$ cat src/common/fepc_consts.svh
// Purpose: Named constants for the 100 Mbps coding block
// Assumes: 50 MHz system clock
// Notes:   Offsets are byte addresses on the register bus
`ifndef FEPC_CONSTS_SVH
`define FEPC_CONSTS_SVH
// ----------------------------------------
// Register map
// ----------------------------------------
`define FEPC_OFF_CTRL0    8'h00
`define FEPC_OFF_STATUS   8'h04
`define FEPC_OFF_CTRL21   8'h54
`define FEPC_LOOP_BIT     14
`define FEPC_FIBER_BIT    0
`define FEPC_BYPASS_BIT   1
`define FEPC_NOSCR_BIT    2
`define FEPC_RLOOP_BIT    3
// ----------------------------------------
// Code-groups
// ----------------------------------------
`define FEPC_CG_IDLE      5'h1F
`define FEPC_CG_J         5'h18
`define FEPC_CG_K         5'h11
`define FEPC_CG_T         5'h0D
`define FEPC_CG_R         5'h07
`define FEPC_CG_H         5'h04
`define FEPC_JK_PAIR      10'h311
`define FEPC_SFD_NIB      4'h5
// ----------------------------------------
// Timing
// ----------------------------------------
`define FEPC_CLK_MHZ      50
`define FEPC_ASSERT_US    2000
`define FEPC_DEASSERT_US  1000
`define FEPC_SYM_LAST     3'h4
`define FEPC_LOCK_RUN     5'h1E
`define FEPC_BOOT_LAST    2'h3
`define FEPC_SEED_TOP     6'h20
`endif

$ cat src/common/fepc_pkg.sv
// Purpose: Types for the 100 Mbps coding block
// Assumes: Nothing
// Notes:   Constants live in fepc_consts.svh
`default_nettype none
package fepc_pkg;
    typedef enum logic [2:0] {TX_IDLE, TX_J, TX_K, TX_DATA, TX_T, TX_R} fepc_tx_state_type;
    typedef enum logic {LINK_FAIL, LINK_PASS} fepc_link_state_type;
endpackage
`default_nettype wire

$ cat src/core/fepc_top.sv
// Purpose: 100 Mbps coding sublayer: 4B/5B, delimiters, scrambling, link monitor
// Assumes: One 50 MHz clock, bit rate one bit per clock, APB register access
// Notes:   Symbol period is five clocks; nibble strobe marks each symbol
`timescale 1ns/1ns
`default_nettype none
`include "fepc_consts.svh"
module fepc_top #(
    parameter int unsigned CNT_W        = 20,
    parameter int unsigned ASSERT_CYC   = `FEPC_ASSERT_US * `FEPC_CLK_MHZ,
    parameter int unsigned DEASSERT_CYC = `FEPC_DEASSERT_US * `FEPC_CLK_MHZ
) (
    input  wire logic        sys_clk,
    input  wire logic        rst_b,
    input  wire logic        psel,
    input  wire logic        penable,
    input  wire logic        pwrite,
    input  wire logic [7:0]  paddr,
    input  wire logic [31:0] pwdata,
    output logic      [31:0] prdata,
    output logic             pready,
    output logic             pslverr,
    input  wire logic        tx_en,
    input  wire logic        tx_er,
    input  wire logic [3:0]  txd,
    output logic             nibble_strobe,
    output logic [3:0]       rxd,
    output logic             rx_dv,
    output logic             rx_er,
    output logic             crs,
    output logic             col,
    input  wire logic        line_rx_in,
    output logic             line_tx_out,
    input  wire logic        line_energy_in,
    input  wire logic        fiber_energy_input,
    input  wire logic        coding_bypass_strap,
    input  wire logic [4:0]  mgmt_addr_strap,
    output logic             energy_present_flag,
    output logic             link_ok
);
    import fepc_pkg::*;

    // ----------------------------------------
    // Code-group tables
    // ----------------------------------------
    function automatic logic [4:0] enc(input logic [3:0] n);
        logic [4:0] c;
        c = 5'h00;
        case (n)
            4'h0: c = 5'h1E;
            4'h1: c = 5'h09;
            4'h2: c = 5'h14;
            4'h3: c = 5'h15;
            4'h4: c = 5'h0A;
            4'h5: c = 5'h0B;
            4'h6: c = 5'h0E;
            4'h7: c = 5'h0F;
            4'h8: c = 5'h12;
            4'h9: c = 5'h13;
            4'hA: c = 5'h16;
            4'hB: c = 5'h17;
            4'hC: c = 5'h1A;
            4'hD: c = 5'h1B;
            4'hE: c = 5'h1C;
            default: c = 5'h1D;
        endcase
        return c;
    endfunction

    // Returns valid flag and nibble; undefined codes are invalid
    function automatic logic [4:0] dec(input logic [4:0] s);
        logic [4:0] r;
        r = 5'h00;
        for (int i = 0; i < 16; i++) begin
            if (enc(4'(i)) == s) begin
                r = {1'b1, 4'(i)};
            end
        end
        return r;
    endfunction

    // ----------------------------------------
    // Pin synchronisers and strap capture
    // ----------------------------------------
    logic [8:0] pin_s1_reg;
    logic [8:0] pin_s2_reg;
    always_ff @(posedge sys_clk or negedge rst_b) begin
        if (!rst_b) begin
            pin_s1_reg <= 9'h000;
            pin_s2_reg <= 9'h000;
        end else begin
            pin_s1_reg <= {mgmt_addr_strap, coding_bypass_strap, fiber_energy_input,
                           line_energy_in, line_rx_in};
            pin_s2_reg <= pin_s1_reg;
        end
    end
    wire logic       rx_pin_s    = pin_s2_reg[0];
    wire logic       cu_energy_s = pin_s2_reg[1];
    wire logic       fx_energy_s = pin_s2_reg[2];
    wire logic       strap_bp_s  = pin_s2_reg[3];
    wire logic [4:0] addr_s      = pin_s2_reg[8:4];

    logic [1:0] boot_reg;
    always_ff @(posedge sys_clk or negedge rst_b) begin
        if (!rst_b) begin
            boot_reg <= 2'h0;
        end else if (boot_reg != `FEPC_BOOT_LAST) begin
            boot_reg <= boot_reg + 2'h1;
        end
    end
    wire logic seed_load = (boot_reg == `FEPC_BOOT_LAST - 2'h1);

    // ----------------------------------------
    // APB registers
    // ----------------------------------------
    logic loc_lb_reg;
    logic fiber_reg;
    logic bypass_reg;
    logic noscr_reg;
    logic rem_lb_reg;
    logic pready_reg;
    logic pslverr_reg;
    logic [31:0] prdata_reg;
    logic link_ok_reg;
    logic energy_reg;
    logic aligned_reg;
    logic rx_active_reg;

    wire logic hit_c0   = (paddr == `FEPC_OFF_CTRL0);
    wire logic hit_c21  = (paddr == `FEPC_OFF_CTRL21);
    wire logic hit_st   = (paddr == `FEPC_OFF_STATUS);
    wire logic hit      = hit_c0 | hit_c21 | hit_st;
    wire logic access   = psel & penable & ~pready_reg;
    wire logic wr_fire  = psel & penable & pwrite & pready_reg;
    wire logic bypass_on = bypass_reg | strap_bp_s;
    wire logic scr_on    = ~fiber_reg & ~noscr_reg;
    wire logic [31:0] rd_c0  = 32'(loc_lb_reg) << `FEPC_LOOP_BIT;
    wire logic [31:0] rd_c21 = (32'(fiber_reg) << `FEPC_FIBER_BIT)
                             | (32'(bypass_reg) << `FEPC_BYPASS_BIT)
                             | (32'(noscr_reg) << `FEPC_NOSCR_BIT)
                             | (32'(rem_lb_reg) << `FEPC_RLOOP_BIT);
    wire logic [31:0] rd_st  = {27'h0, bypass_on, rx_active_reg, aligned_reg,
                                energy_reg, link_ok_reg};
    wire logic [31:0] rd_val = hit_c0 ? rd_c0 : hit_c21 ? rd_c21 : hit_st ? rd_st : 32'h0;

    always_ff @(posedge sys_clk or negedge rst_b) begin
        if (!rst_b) begin
            pready_reg  <= 1'b0;
            pslverr_reg <= 1'b0;
            prdata_reg  <= 32'h0;
        end else begin
            pready_reg  <= access;
            pslverr_reg <= access & ~hit;
            prdata_reg  <= access ? rd_val : 32'h0;
        end
    end

    always_ff @(posedge sys_clk or negedge rst_b) begin
        if (!rst_b) begin
            loc_lb_reg <= 1'b0;
            fiber_reg  <= 1'b0;
            bypass_reg <= 1'b0;
            noscr_reg  <= 1'b0;
            rem_lb_reg <= 1'b0;
        end else if (wr_fire && hit_c0) begin
            loc_lb_reg <= pwdata[`FEPC_LOOP_BIT];
        end else if (wr_fire && hit_c21) begin
            fiber_reg  <= pwdata[`FEPC_FIBER_BIT];
            bypass_reg <= pwdata[`FEPC_BYPASS_BIT];
            noscr_reg  <= pwdata[`FEPC_NOSCR_BIT];
            rem_lb_reg <= pwdata[`FEPC_RLOOP_BIT];
        end
    end

    // ----------------------------------------
    // Energy detect and link monitor
    // ----------------------------------------
    logic [CNT_W-1:0] en_cnt_reg;
    fepc_link_state_type link_reg;
    wire logic en_src = fiber_reg ? fx_energy_s : cu_energy_s;
    wire logic en_hit = energy_reg
                      ? (en_cnt_reg == CNT_W'(DEASSERT_CYC - 1))
                      : (en_cnt_reg == CNT_W'(ASSERT_CYC));
    wire logic link_up = (link_reg == LINK_PASS);

    always_ff @(posedge sys_clk or negedge rst_b) begin
        if (!rst_b) begin
            en_cnt_reg <= '0;
            energy_reg <= 1'b0;
        end else if (en_src == energy_reg) begin
            en_cnt_reg <= '0;
        end else if (en_hit) begin
            en_cnt_reg <= '0;
            energy_reg <= ~energy_reg;
        end else begin
            en_cnt_reg <= en_cnt_reg + CNT_W'(1);
        end
    end

    always_ff @(posedge sys_clk or negedge rst_b) begin
        if (!rst_b) begin
            link_reg    <= LINK_FAIL;
            link_ok_reg <= 1'b0;
        end else begin
            link_reg    <= energy_reg ? LINK_PASS : LINK_FAIL;
            link_ok_reg <= rem_lb_reg | (~loc_lb_reg & link_up);
        end
    end

    // ----------------------------------------
    // Transmit: encoder, scrambler, NRZI
    // ----------------------------------------
    fepc_tx_state_type tx_state_reg;
    fepc_tx_state_type tx_state_next;
    logic [2:0]  tx_cnt_reg;
    logic [4:0]  tx_sh_reg;
    logic [4:0]  tx_cg_reg;
    logic [10:0] tx_lfsr_reg;
    logic        line_tx_reg;
    logic        strobe_reg;
    logic [4:0]  cg_next;

    wire logic tx_load = (tx_cnt_reg == `FEPC_SYM_LAST);
    wire logic tx_key  = tx_lfsr_reg[10] ^ tx_lfsr_reg[8];
    wire logic tx_bit  = tx_sh_reg[4] ^ (scr_on & tx_key);
    wire logic tx_busy = (tx_state_reg != TX_IDLE) | (tx_cg_reg != `FEPC_CG_IDLE);

    always_comb begin
        tx_state_next = TX_IDLE;
        case (tx_state_reg)
            TX_IDLE: tx_state_next = (tx_en && link_up && !bypass_on) ? TX_J : TX_IDLE;
            TX_J:    tx_state_next = TX_K;
            TX_K:    tx_state_next = tx_en ? TX_DATA : TX_T;
            TX_DATA: tx_state_next = tx_en ? TX_DATA : TX_T;
            TX_T:    tx_state_next = TX_R;
            TX_R:    tx_state_next = TX_IDLE;
            default: tx_state_next = TX_IDLE;
        endcase
    end

    always_comb begin
        cg_next = `FEPC_CG_IDLE;
        if (!link_up) begin
            cg_next = `FEPC_CG_IDLE;
        end else if (bypass_on) begin
            cg_next = tx_en ? {tx_er, txd} : `FEPC_CG_IDLE;
        end else begin
            case (tx_state_next)
                TX_J:    cg_next = `FEPC_CG_J;
                TX_K:    cg_next = `FEPC_CG_K;
                TX_DATA: cg_next = tx_er ? `FEPC_CG_H : enc(txd);
                TX_T:    cg_next = `FEPC_CG_T;
                TX_R:    cg_next = `FEPC_CG_R;
                default: cg_next = `FEPC_CG_IDLE;
            endcase
        end
    end

    always_ff @(posedge sys_clk or negedge rst_b) begin
        if (!rst_b) begin
            tx_cnt_reg   <= 3'h0;
            tx_state_reg <= TX_IDLE;
            tx_sh_reg    <= `FEPC_CG_IDLE;
            tx_cg_reg    <= `FEPC_CG_IDLE;
            strobe_reg   <= 1'b0;
        end else begin
            tx_cnt_reg <= tx_load ? 3'h0 : tx_cnt_reg + 3'h1;
            strobe_reg <= (tx_cnt_reg == `FEPC_SYM_LAST - 3'h2);
            if (tx_load) begin
                tx_state_reg <= link_up ? tx_state_next : TX_IDLE;
                tx_sh_reg    <= cg_next;
                tx_cg_reg    <= cg_next;
            end else begin
                tx_sh_reg <= {tx_sh_reg[3:0], 1'b0};
            end
        end
    end

    always_ff @(posedge sys_clk or negedge rst_b) begin
        if (!rst_b) begin
            tx_lfsr_reg <= 11'h000;
            line_tx_reg <= 1'b0;
        end else begin
            tx_lfsr_reg <= seed_load ? {`FEPC_SEED_TOP, addr_s}
                                     : {tx_lfsr_reg[9:0], tx_key};
            line_tx_reg <= line_tx_reg ^ tx_bit;
        end
    end

    // ----------------------------------------
    // Receive: NRZI, descrambler, alignment, decoder
    // ----------------------------------------
    logic        rx_prev_reg;
    logic [10:0] rx_lfsr_reg;
    logic        lock_reg;
    logic [4:0]  run_reg;
    logic [9:0]  rx_sh_reg;
    logic [2:0]  rx_cnt_reg;
    logic        t_seen_reg;
    logic [3:0]  rxd_reg;
    logic        rx_dv_reg;
    logic        rx_er_reg;
    logic        crs_reg;
    logic        col_reg;

    wire logic       rx_nrz   = rx_pin_s ^ rx_prev_reg;
    wire logic       rx_key   = rx_lfsr_reg[10] ^ rx_lfsr_reg[8];
    wire logic       rx_plain = rx_nrz ^ (scr_on & rx_key);
    wire logic       lfsr_in  = lock_reg ? rx_key : ~rx_nrz;
    wire logic       jk_found = ~aligned_reg & (rx_sh_reg == `FEPC_JK_PAIR);
    wire logic       sym_done = aligned_reg & (rx_cnt_reg == `FEPC_SYM_LAST);
    wire logic [4:0] rx_sym   = rx_sh_reg[4:0];
    wire logic [4:0] rx_dec   = dec(rx_sym);

    always_ff @(posedge sys_clk or negedge rst_b) begin
        if (!rst_b) begin
            rx_prev_reg <= 1'b0;
            rx_lfsr_reg <= 11'h000;
            lock_reg    <= 1'b0;
            run_reg     <= 5'h00;
            rx_sh_reg   <= 10'h000;
        end else begin
            rx_prev_reg <= rx_pin_s;
            rx_lfsr_reg <= {rx_lfsr_reg[9:0], lfsr_in};
            rx_sh_reg   <= {rx_sh_reg[8:0], rx_plain};
            run_reg     <= rx_plain ? ((run_reg == `FEPC_LOCK_RUN) ? run_reg
                                       : run_reg + 5'h01) : 5'h00;
            lock_reg    <= link_up & (lock_reg | ~scr_on | (run_reg == `FEPC_LOCK_RUN));
        end
    end

    always_ff @(posedge sys_clk or negedge rst_b) begin
        if (!rst_b) begin
            aligned_reg   <= 1'b0;
            rx_active_reg <= 1'b0;
            rx_cnt_reg    <= 3'h0;
            t_seen_reg    <= 1'b0;
            rxd_reg       <= 4'h0;
            rx_dv_reg     <= 1'b0;
            rx_er_reg     <= 1'b0;
        end else begin
            rx_er_reg  <= 1'b0;
            rx_cnt_reg <= (sym_done || jk_found) ? 3'h0 : rx_cnt_reg + 3'h1;
            if (!link_up || !lock_reg) begin
                aligned_reg   <= 1'b0;
                rx_active_reg <= 1'b0;
                rx_dv_reg     <= 1'b0;
            end else if (jk_found) begin
                aligned_reg   <= 1'b1;
                rx_active_reg <= 1'b1;
                rxd_reg       <= `FEPC_SFD_NIB;
                rx_dv_reg     <= 1'b1;
            end else if (sym_done && t_seen_reg) begin
                t_seen_reg  <= 1'b0;
                aligned_reg <= 1'b0;
                rx_er_reg   <= (rx_sym != `FEPC_CG_R);
            end else if (sym_done && bypass_on) begin
                rxd_reg   <= rx_sym[3:0];
                rx_dv_reg <= 1'b1;
                if (rx_sym == `FEPC_CG_IDLE) begin
                    rx_active_reg <= 1'b0;
                    rx_dv_reg     <= 1'b0;
                    aligned_reg   <= 1'b0;
                end
            end else if (sym_done && rx_sym == `FEPC_CG_T) begin
                rx_active_reg <= 1'b0;
                rx_dv_reg     <= 1'b0;
                t_seen_reg    <= 1'b1;
            end else if (sym_done && rx_sym == `FEPC_CG_IDLE) begin
                rx_active_reg <= 1'b0;
                rx_dv_reg     <= 1'b0;
                aligned_reg   <= 1'b0;
                rx_er_reg     <= 1'b1;
            end else if (sym_done) begin
                rxd_reg   <= rx_dec[3:0];
                rx_dv_reg <= 1'b1;
                rx_er_reg <= ~rx_dec[4];
            end
        end
    end

    always_ff @(posedge sys_clk or negedge rst_b) begin
        if (!rst_b) begin
            crs_reg <= 1'b0;
            col_reg <= 1'b0;
        end else begin
            crs_reg <= tx_busy | rx_active_reg;
            col_reg <= tx_busy & rx_active_reg;
        end
    end

    // ----------------------------------------
    // Outputs
    // ----------------------------------------
    assign prdata              = prdata_reg;
    assign pready              = pready_reg;
    assign pslverr             = pslverr_reg;
    assign nibble_strobe       = strobe_reg;
    assign rxd                 = rxd_reg;
    assign rx_dv               = rx_dv_reg;
    assign rx_er               = rx_er_reg;
    assign crs                 = crs_reg;
    assign col                 = col_reg;
    assign line_tx_out         = line_tx_reg;
    assign energy_present_flag = energy_reg;
    assign link_ok             = link_ok_reg;

    // ----------------------------------------
    // Assertions
    // ----------------------------------------
    start_pair_a: assert property (@(posedge sys_clk) disable iff (!rst_b)
        tx_load && tx_state_next == TX_J && link_up && !bypass_on
        |=> tx_cg_reg == `FEPC_CG_J ##5 tx_cg_reg == `FEPC_CG_K)
        else $error("start delimiter pair not sent");
    end_pair_a: assert property (@(posedge sys_clk) disable iff (!rst_b)
        tx_load && link_up && tx_state_reg == TX_DATA && !tx_en
        |=> tx_cg_reg == `FEPC_CG_T ##5 tx_cg_reg == `FEPC_CG_R)
        else $error("end delimiter pair not sent");
    idle_fill_a: assert property (@(posedge sys_clk) disable iff (!rst_b)
        tx_load && tx_state_reg == TX_IDLE && !tx_en |=> tx_cg_reg == `FEPC_CG_IDLE)
        else $error("idle fill missing");
    err_symbol_a: assert property (@(posedge sys_clk) disable iff (!rst_b)
        tx_load && link_up && !bypass_on && tx_state_next == TX_DATA && tx_er
        |=> tx_cg_reg == `FEPC_CG_H)
        else $error("transmit error symbol missing");
    fail_idle_a: assert property (@(posedge sys_clk) disable iff (!rst_b)
        tx_load && !link_up |=> tx_cg_reg == `FEPC_CG_IDLE)
        else $error("non-idle sent in link fail");
    local_loop_a: assert property (@(posedge sys_clk) disable iff (!rst_b)
        loc_lb_reg && !rem_lb_reg |=> !link_ok_reg)
        else $error("link not low in local loopback");
    remote_loop_a: assert property (@(posedge sys_clk) disable iff (!rst_b)
        rem_lb_reg |=> link_ok_reg)
        else $error("link not high in remote loopback");
    collision_a: assert property (@(posedge sys_clk) disable iff (!rst_b)
        tx_busy && rx_active_reg |=> col_reg && crs_reg)
        else $error("collision not flagged");
    energy_rise_a: assert property (@(posedge sys_clk) disable iff (!rst_b)
        $rose(energy_reg) |-> $past(en_src, 2) && $past(en_cnt_reg) == CNT_W'(ASSERT_CYC))
        else $error("energy flag rose early");
endmodule // fepc_top
`default_nettype wire

$ cat config.mk
export PLATFORM = sky130hd
export DESIGN_NAME = fepc_top
export DESIGN_NICKNAME = d
export VERILOG_FILES = /design/src/common/fepc_pkg.sv /design/src/core/fepc_top.sv
export VERILOG_INCLUDE_DIRS = /design/src /design/src/common
export SDC_FILE = /design/constraint.sdc
export NUM_CORES = 1
export LEC_CHECK = 0
export BUFFER_PORTS_ARGS = -buffer_cell sky130_fd_sc_hd__buf_2
export CORE_MARGIN = 2
export CORE_UTILIZATION = 60
export CTS_BUF_LIST = sky130_fd_sc_hd__clkbuf_4
export CTS_CLUSTER_SIZE = 30
export DETAILED_ROUTE_END_ITERATION = 12
export PLACE_DENSITY = 0.95
export SLEW_MARGIN = 10
export SYNTH_ARGS = -nofsm -noshare
export SYNTH_HDL_FRONTEND = slang
export SYNTH_SLANG_ARGS = --single-unit
$ cat constraint.sdc
create_clock -name sys_clk -period 3.7 [get_ports sys_clk]
set_input_delay 0.185 -clock sys_clk [delete_from_list [all_inputs] [get_ports sys_clk]]
set_output_delay 0.185 -clock sys_clk [all_outputs]
set_load 0.01 [all_outputs]
# ---- After elaboration in Yosys (flattened, before gate mapping)
# Memories as Yosys holds them, arrays and structs flattened.
# Index checks and enable logic that the tools add are counted.
# W data, S select, Z words.
dict set report totals {
  register_bits 136
  romBits 80
  memories 1
  word_cells 242
  ramBits 0
  latch_bits 0
}
dict set report op_classes {
  div 0
  mul 0
  addsub 5
  reduce_logical 29
  shift 0
  bitwise 44
  n_lt_le_gt_ge 0
  n_mux 77
  eq_ne 50
}
# memory depth width read_ports rd_ports_with_merged_regs wr line
set memory_table {}
lappend memory_table {{(name not given)} 16 5 1 0 0 fepc_top.sv:48} ;# case (n)
# operator n
set op_table {}
lappend op_table {{$mux W5} 25}
lappend op_table {{$eq A5 B5 Y1 const A} 11}
lappend op_table {{$mux W20} 2}
lappend op_table {{$mux W1} 35}
lappend op_table {{$mux W15} 2}
lappend op_table {{$eq A4 B5 Y1 const A} 5}
lappend op_table {{$pmux W5 S5} 1}
lappend op_table {{$mux W4} 6}
lappend op_table {{$add A20 B1 Y20 const B} 1}
lappend op_table {{$eq A20 B16 Y1 const B} 1}
lappend op_table {{$eq A20 B17 Y1 const B} 1}
lappend op_table {{$eq A3 B2 Y1 const B} 5}
lappend op_table {{$eq A3 B3 Y1 const B} 5}
lappend op_table {{$not A1 Y1} 14}
lappend op_table {{$and A1 B1 Y1} 13}
lappend op_table {{$mux W3} 4}
lappend op_table {{$pmux W3 S4} 1}
lappend op_table {{$mux W11} 1}
lappend op_table {{$eq A10 B10 Y1 const B} 1}
lappend op_table {{$eq A5 B5 Y1 const B} 2}
lappend op_table {{$ne A5 B5 Y1 const B} 2}
lappend op_table {{$reduce_bool A5 Y1} 2}
lappend op_table {{$ne A3 B3 Y1 const B} 3}
lappend op_table {{$eq A8 B3 Y1 const B} 1}
lappend op_table {{other kinds (30)} 61}

# ---- Logic depth before layout (Yosys ltp)
dict set report logic_depth {
  ltp_word 25
  mapped_depth 7
  depth_no_buf 7
}

# ---- Worst setup path after synthesis
# No wires, ideal clock.
dict set report synth_timing {
  path_type {flip-flop to flip-flop}
  start {reg en_cnt_reg[2]}
  end {reg en_cnt_reg[10]}
  setup_slack_ns 1.804
  arrival_ns 1.777
  setup_ns 0.119
  path_stages_with_launch 7
  n_path_buf 1
  path_cell_list {dfrtp_1 > or4b_1 > or4_1 > nor3_2 > o22a_2 > buf_6 > nor2_1}
}
dict set report synth_via {
  elab_chain_cells 4
  elab_cells_between_ends 6
  classes_between {add/sub (1); eq/ne (2); mux (3)}
}
# item line
set synth_rtl {}
lappend synth_rtl {{start: declaration} fepc_top.sv:177} ;# logic [CNT_W-1:0] en_cnt_reg;
lappend synth_rtl {{start signal: assignment} fepc_top.sv:195} ;# en_cnt_reg <= en_cnt_reg + CNT_W'(1);
lappend synth_rtl {{parallel branches: the longest is 2 deep, another holds $add A20 B1 Y20} n/a}
lappend synth_rtl {{$mux W20 *} fepc_top.sv:191} ;# end else if (en_hit) begin
lappend synth_rtl {{$mux W20 *} fepc_top.sv:189} ;# end else if (en_src == energy_reg) begin
# Mark *: on every way between the ends.
# A chain may end at the register's enable or synchronous reset.

# ---- Worst setup path after layout
dict set report layout_timing {
  start {reg rx_sh_reg[4]}
  end {reg rxd_reg[1], in the netlist rxd[1]}
}
dict set report layout_via {
  elab_chain_cells 22
  elab_cells_between_ends 47
  classes_between {eq/ne (21); mux (21); bitwise (1); reduce/logical (4)}
}
# item line
set layout_rtl {}
lappend layout_rtl {{start: declaration} fepc_top.sv:296} ;# logic [9:0] rx_sh_reg;
lappend layout_rtl {{start signal: assignment} fepc_top.sv:324} ;# rx_sh_reg <= {rx_sh_reg[8:0], rx_plain};
lappend layout_rtl {{$eq A4 B5 Y1} fepc_top.sv:74} ;# if (enc(4'(i)) == s) begin
lappend layout_rtl {{$mux W5 (15 in a row)} fepc_top.sv:74}
lappend layout_rtl {{$mux W4} fepc_top.sv:373} ;# end else if (sym_done) begin
lappend layout_rtl {{$mux W4} fepc_top.sv:368} ;# end else if (sym_done && rx_sym == `FEPC_CG_IDLE) begin
lappend layout_rtl {{$mux W4} fepc_top.sv:364} ;# end else if (sym_done && rx_sym == `FEPC_CG_T) begin
lappend layout_rtl {{$mux W4} fepc_top.sv:356} ;# end else if (sym_done && bypass_on) begin
lappend layout_rtl {{$mux W4} fepc_top.sv:352} ;# end else if (sym_done && t_seen_reg) begin
lappend layout_rtl {{$mux W4} fepc_top.sv:347} ;# end else if (jk_found) begin
lappend layout_rtl {{end signal: assignment} fepc_top.sv:350} ;# rxd_reg <= `FEPC_SFD_NIB;
lappend layout_rtl {{end signal: assignment} fepc_top.sv:357} ;# rxd_reg <= rx_sym[3:0];
lappend layout_rtl {{end signal: assignment} fepc_top.sv:374} ;# rxd_reg <= rx_dec[3:0];
lappend layout_rtl {{end: declaration} fepc_top.sv:299} ;# logic [3:0] rxd_reg;
# Parallel ways exist; a longest one is shown, timed or not. The select of a mux whose other input is x is not followed.

==> reports/metrics.csv <==
metric;value;unit
pin count of the biggest net entering global routing;63;
DRT iter0 DRCs;288;
post-route fraction of the period consumed by the critical path;0.6090;
number of cells produced by synthesis;503;
proportion of synthesized chip area in sequential cells;0.5822;
overall via count from detail_route;3984;
global route overflow;0;
predominant post-synthesis flop cell;sky130_fd_sc_hd__dfrtp_1;
critical path endpoint category;flop;
sequence of cells on the critical path;nor3b_1 > nand4_1 > a211oi_2 > nor2_1 > a31oi_1;
time the final worst path needs with I/O delays and setup;2253;ps
post-synthesis average cell area;10.90;µm²
layout overhead on the synthesized area;13.88;%
final hold viol count;0;
synthesized flop and latch total;127;
largest fanout on the critical path;14;
maximum clock frequency;443.8;MHz
clock tree root buffer cell;sky130_fd_sc_hd__clkbuf_4;
Total Negative Setup Slacks;0;ps
routed vias/inst;5.708;
residual antenna-violating net count after detailed routing;0;
TritonCTS clock tree;built;
post-synthesis instance area;5480;µm²
nets@finish;647;
setup repair after global routing missed its margin;false;
slew at the pin closest to its max-slew limit;736.1;ps
number of flip-flops in the largest register;20;
maximum capacitance violations;0;
skew final;12.41;ps
Bufs and invs on worst path;0;
total clock buffers created by CTS;17;
fraction of layout instances using a drive strength above 1;0.1881;
clock net sink count;127;
crit-path leading delay family;simple AND/OR/NAND/NOR gates;
Setup Buffers After CTS;0;
Remaining DRCs;0;
master of the slowest instance on the critical path;sky130_fd_sc_hd__dfrtp_1;
worst path arrival time;2680;ps
Routability Congestion;0.8925;
first-pass GRT wire length;18930;µm
share of the core filled with cells in the final layout;0.7087;
initial antenna violation count;0;
static leakage power;2.897;nW
count of hold buffers inserted by post-cts repair;18;
overall die width;99.57;µm
EDFF count, synth;0;
peak supply drop;255.1;µV
clock-pin slew on the worst setup and hold paths;110;ps
total power density per cell area;502.4;nW/µm²
final number of setup-violating endpoints;0;
detailed-router iteration count before antenna repair;7;
type of the most critical hold path;in -> reg;
worst skew pair latency;510;ps
number of distinct standard cells referenced by the synthesized netlist;50;
startpoint kind of the worst setup timing path;flop;
H-tree lvl count;4;
final count of pins violating max slew;0;
effective utilization at floorplan;0.6223;
Max-Slew Margin vs Limit;0.5092;
required time at the worst-slack endpoint;4130;ps
Row Count;34;
post-CTS resize count;0;
most frequent cells in the layout;sky130_fd_sc_hd__dfrtp_1 (117), sky130_fd_sc_hd__nor2_1 (70), sky130_fd_sc_hd__buf_2 (51);
number of global-route vias before repair;3984;
combined global-route utilization of all metal layers;0.2462;
die area;9914;µm²
Synth async-reset ratio;1.000;
power after layout;0.003136;W
maximum clock insertion buffer count;2;
mean routed wirelength per cell;16.12;µm
count of antenna diodes in the layout;0;
detailed placer's ending HPWL;7422;µm
result of the run;finished clean;
number of warnings issued by yosys;0;
I/O pin cnt;106;
Routed Wire Length;11250;µm
Core Area;8806;µm²
worst setup path category;reg -> reg;
y dimension of the die;99.57;µm
Port Buffers;52;
most frequent standard cell in the layout excluding fill and tap cells;sky130_fd_sc_hd__dfrtp_1;
CP peak stage delay;620;ps
## final cells by class
type / instances / area, µm²
timing repair buffer: 72 / 457.9
clock buffer: 17 / 127.6
inverter: 13 / 48.80
tap: 108 / 135.1
fill: 603 / 2565
sequential: 127 / 3191
multi-input combinational: 346 / 2064
clock inverter: 15 / 216.5
## power breakdown
group	total [W]	leakage (nW)	switching (W)	internal (W)
logic	0.000371	1.13	0.000200	0.000171
registers	0.00166	1.59	0.000124	0.00153
clock network	0.00111	0.175	0.000507	0.000602
total	0.00314	2.90	0.000831	0.00231
## metrics by stage
| step | area (µm²) | worst slack [ps] | hold slack [ps] | std cells |
|---|---|---|---|---|
| after detailed placement | 5717 | 1487 | 294.3 | 648 |
| after global routing | 6241 | 1218 | 11.03 | 698 |
| after CTS | 6241 | 1439 | 20.52 | 698 |
| final | 6241 | 1447 | 51.21 | 698 |
| after floorplan | 5574 | 1804 | -110.6 | 528 |
| after global placement | 5717 | 1576 | 285.2 | 648 |
## Yosys cell counts (6+ instances only)
| master | n | area [µm²] |
|---|---|---|
| sky130_fd_sc_hd__a21oi_1 | 16 | 80.08 |
| sky130_fd_sc_hd__a22oi_1 | 7 | 52.55 |
| sky130_fd_sc_hd__a31oi_1 | 8 | 50.05 |
| sky130_fd_sc_hd__and3_1 | 8 | 50.05 |
| sky130_fd_sc_hd__buf_4 | 26 | 195.2 |
| sky130_fd_sc_hd__clkbuf_1 | 14 | 52.55 |
| sky130_fd_sc_hd__dfrtp_1 | 117 | 2928 |
| sky130_fd_sc_hd__dfstp_2 | 10 | 262.8 |
| sky130_fd_sc_hd__ha_1 | 10 | 125.1 |
| sky130_fd_sc_hd__inv_1 | 13 | 48.80 |
| sky130_fd_sc_hd__mux2_2 | 10 | 112.6 |
| sky130_fd_sc_hd__nand2_1 | 30 | 112.6 |
| sky130_fd_sc_hd__nand3_1 | 19 | 95.09 |
| sky130_fd_sc_hd__nand4_1 | 11 | 68.82 |
| sky130_fd_sc_hd__nor2_1 | 70 | 262.8 |
| sky130_fd_sc_hd__nor2b_1 | 12 | 75.07 |
| sky130_fd_sc_hd__nor3_1 | 6 | 30.03 |
| sky130_fd_sc_hd__o21ai_0 | 22 | 110.1 |
| sky130_fd_sc_hd__xnor2_1 | 12 | 105.1 |
| sky130_fd_sc_hd__xor2_1 | 19 | 166.4 |
## cell families after synthesis
| logic type | after synthesis | share of synthesized area |
|---|---|---|
| buffers and inverters | 55 | 0.05822 |
| adder cells (fa/ha/maj) | 10 | 0.02283 |
| AND/OR/NAND/NOR | 193 | 0.1779 |
| AO/OA/AOI/OAI | 74 | 0.08448 |
| other | 1 | 0.0006843 |
| XOR/XNOR | 31 | 0.04954 |
| multiplexers | 12 | 0.02420 |
| flip-flops | 127 | 0.5822 |
## tightest hold or removal path: stages
cell	delay, ps
sky130_fd_sc_hd__buf_2	100
sky130_fd_sc_hd__nand3b_1	180
sky130_fd_sc_hd__nor4_1	70
## path summary, 6_finish.rpt
kind | start | end | cells after the start | slack, ps
setup / recovery | rx_sh_reg[4] | rxd[1] | 5 | 1450
hold / removal | paddr[2] | prdata[14] | 3 | 50
setup reg to reg | rx_sh_reg[4] | rxd[1] | 5 | 1450
hold reg to reg | pin_s1_reg[7] | pin_s2_reg[7] | 0 | 360
max in group asynchronous | rst_b | tx_cg_reg[2] | 3 | 2480
min in group asynchronous | rst_b | rx_sh_reg[8] | 2 | 280
## per-layer routing
metal,GRT usage,up-vias,routed length [µm]
met5,0,-,0
met2,0.4132,188,5749
met3,0.07168,41,702
li1,-,1830,-
met4,0.09273,0,348
met1,0.3037,1925,4451
Note: power is estimated with default switching activity, not from simulation.
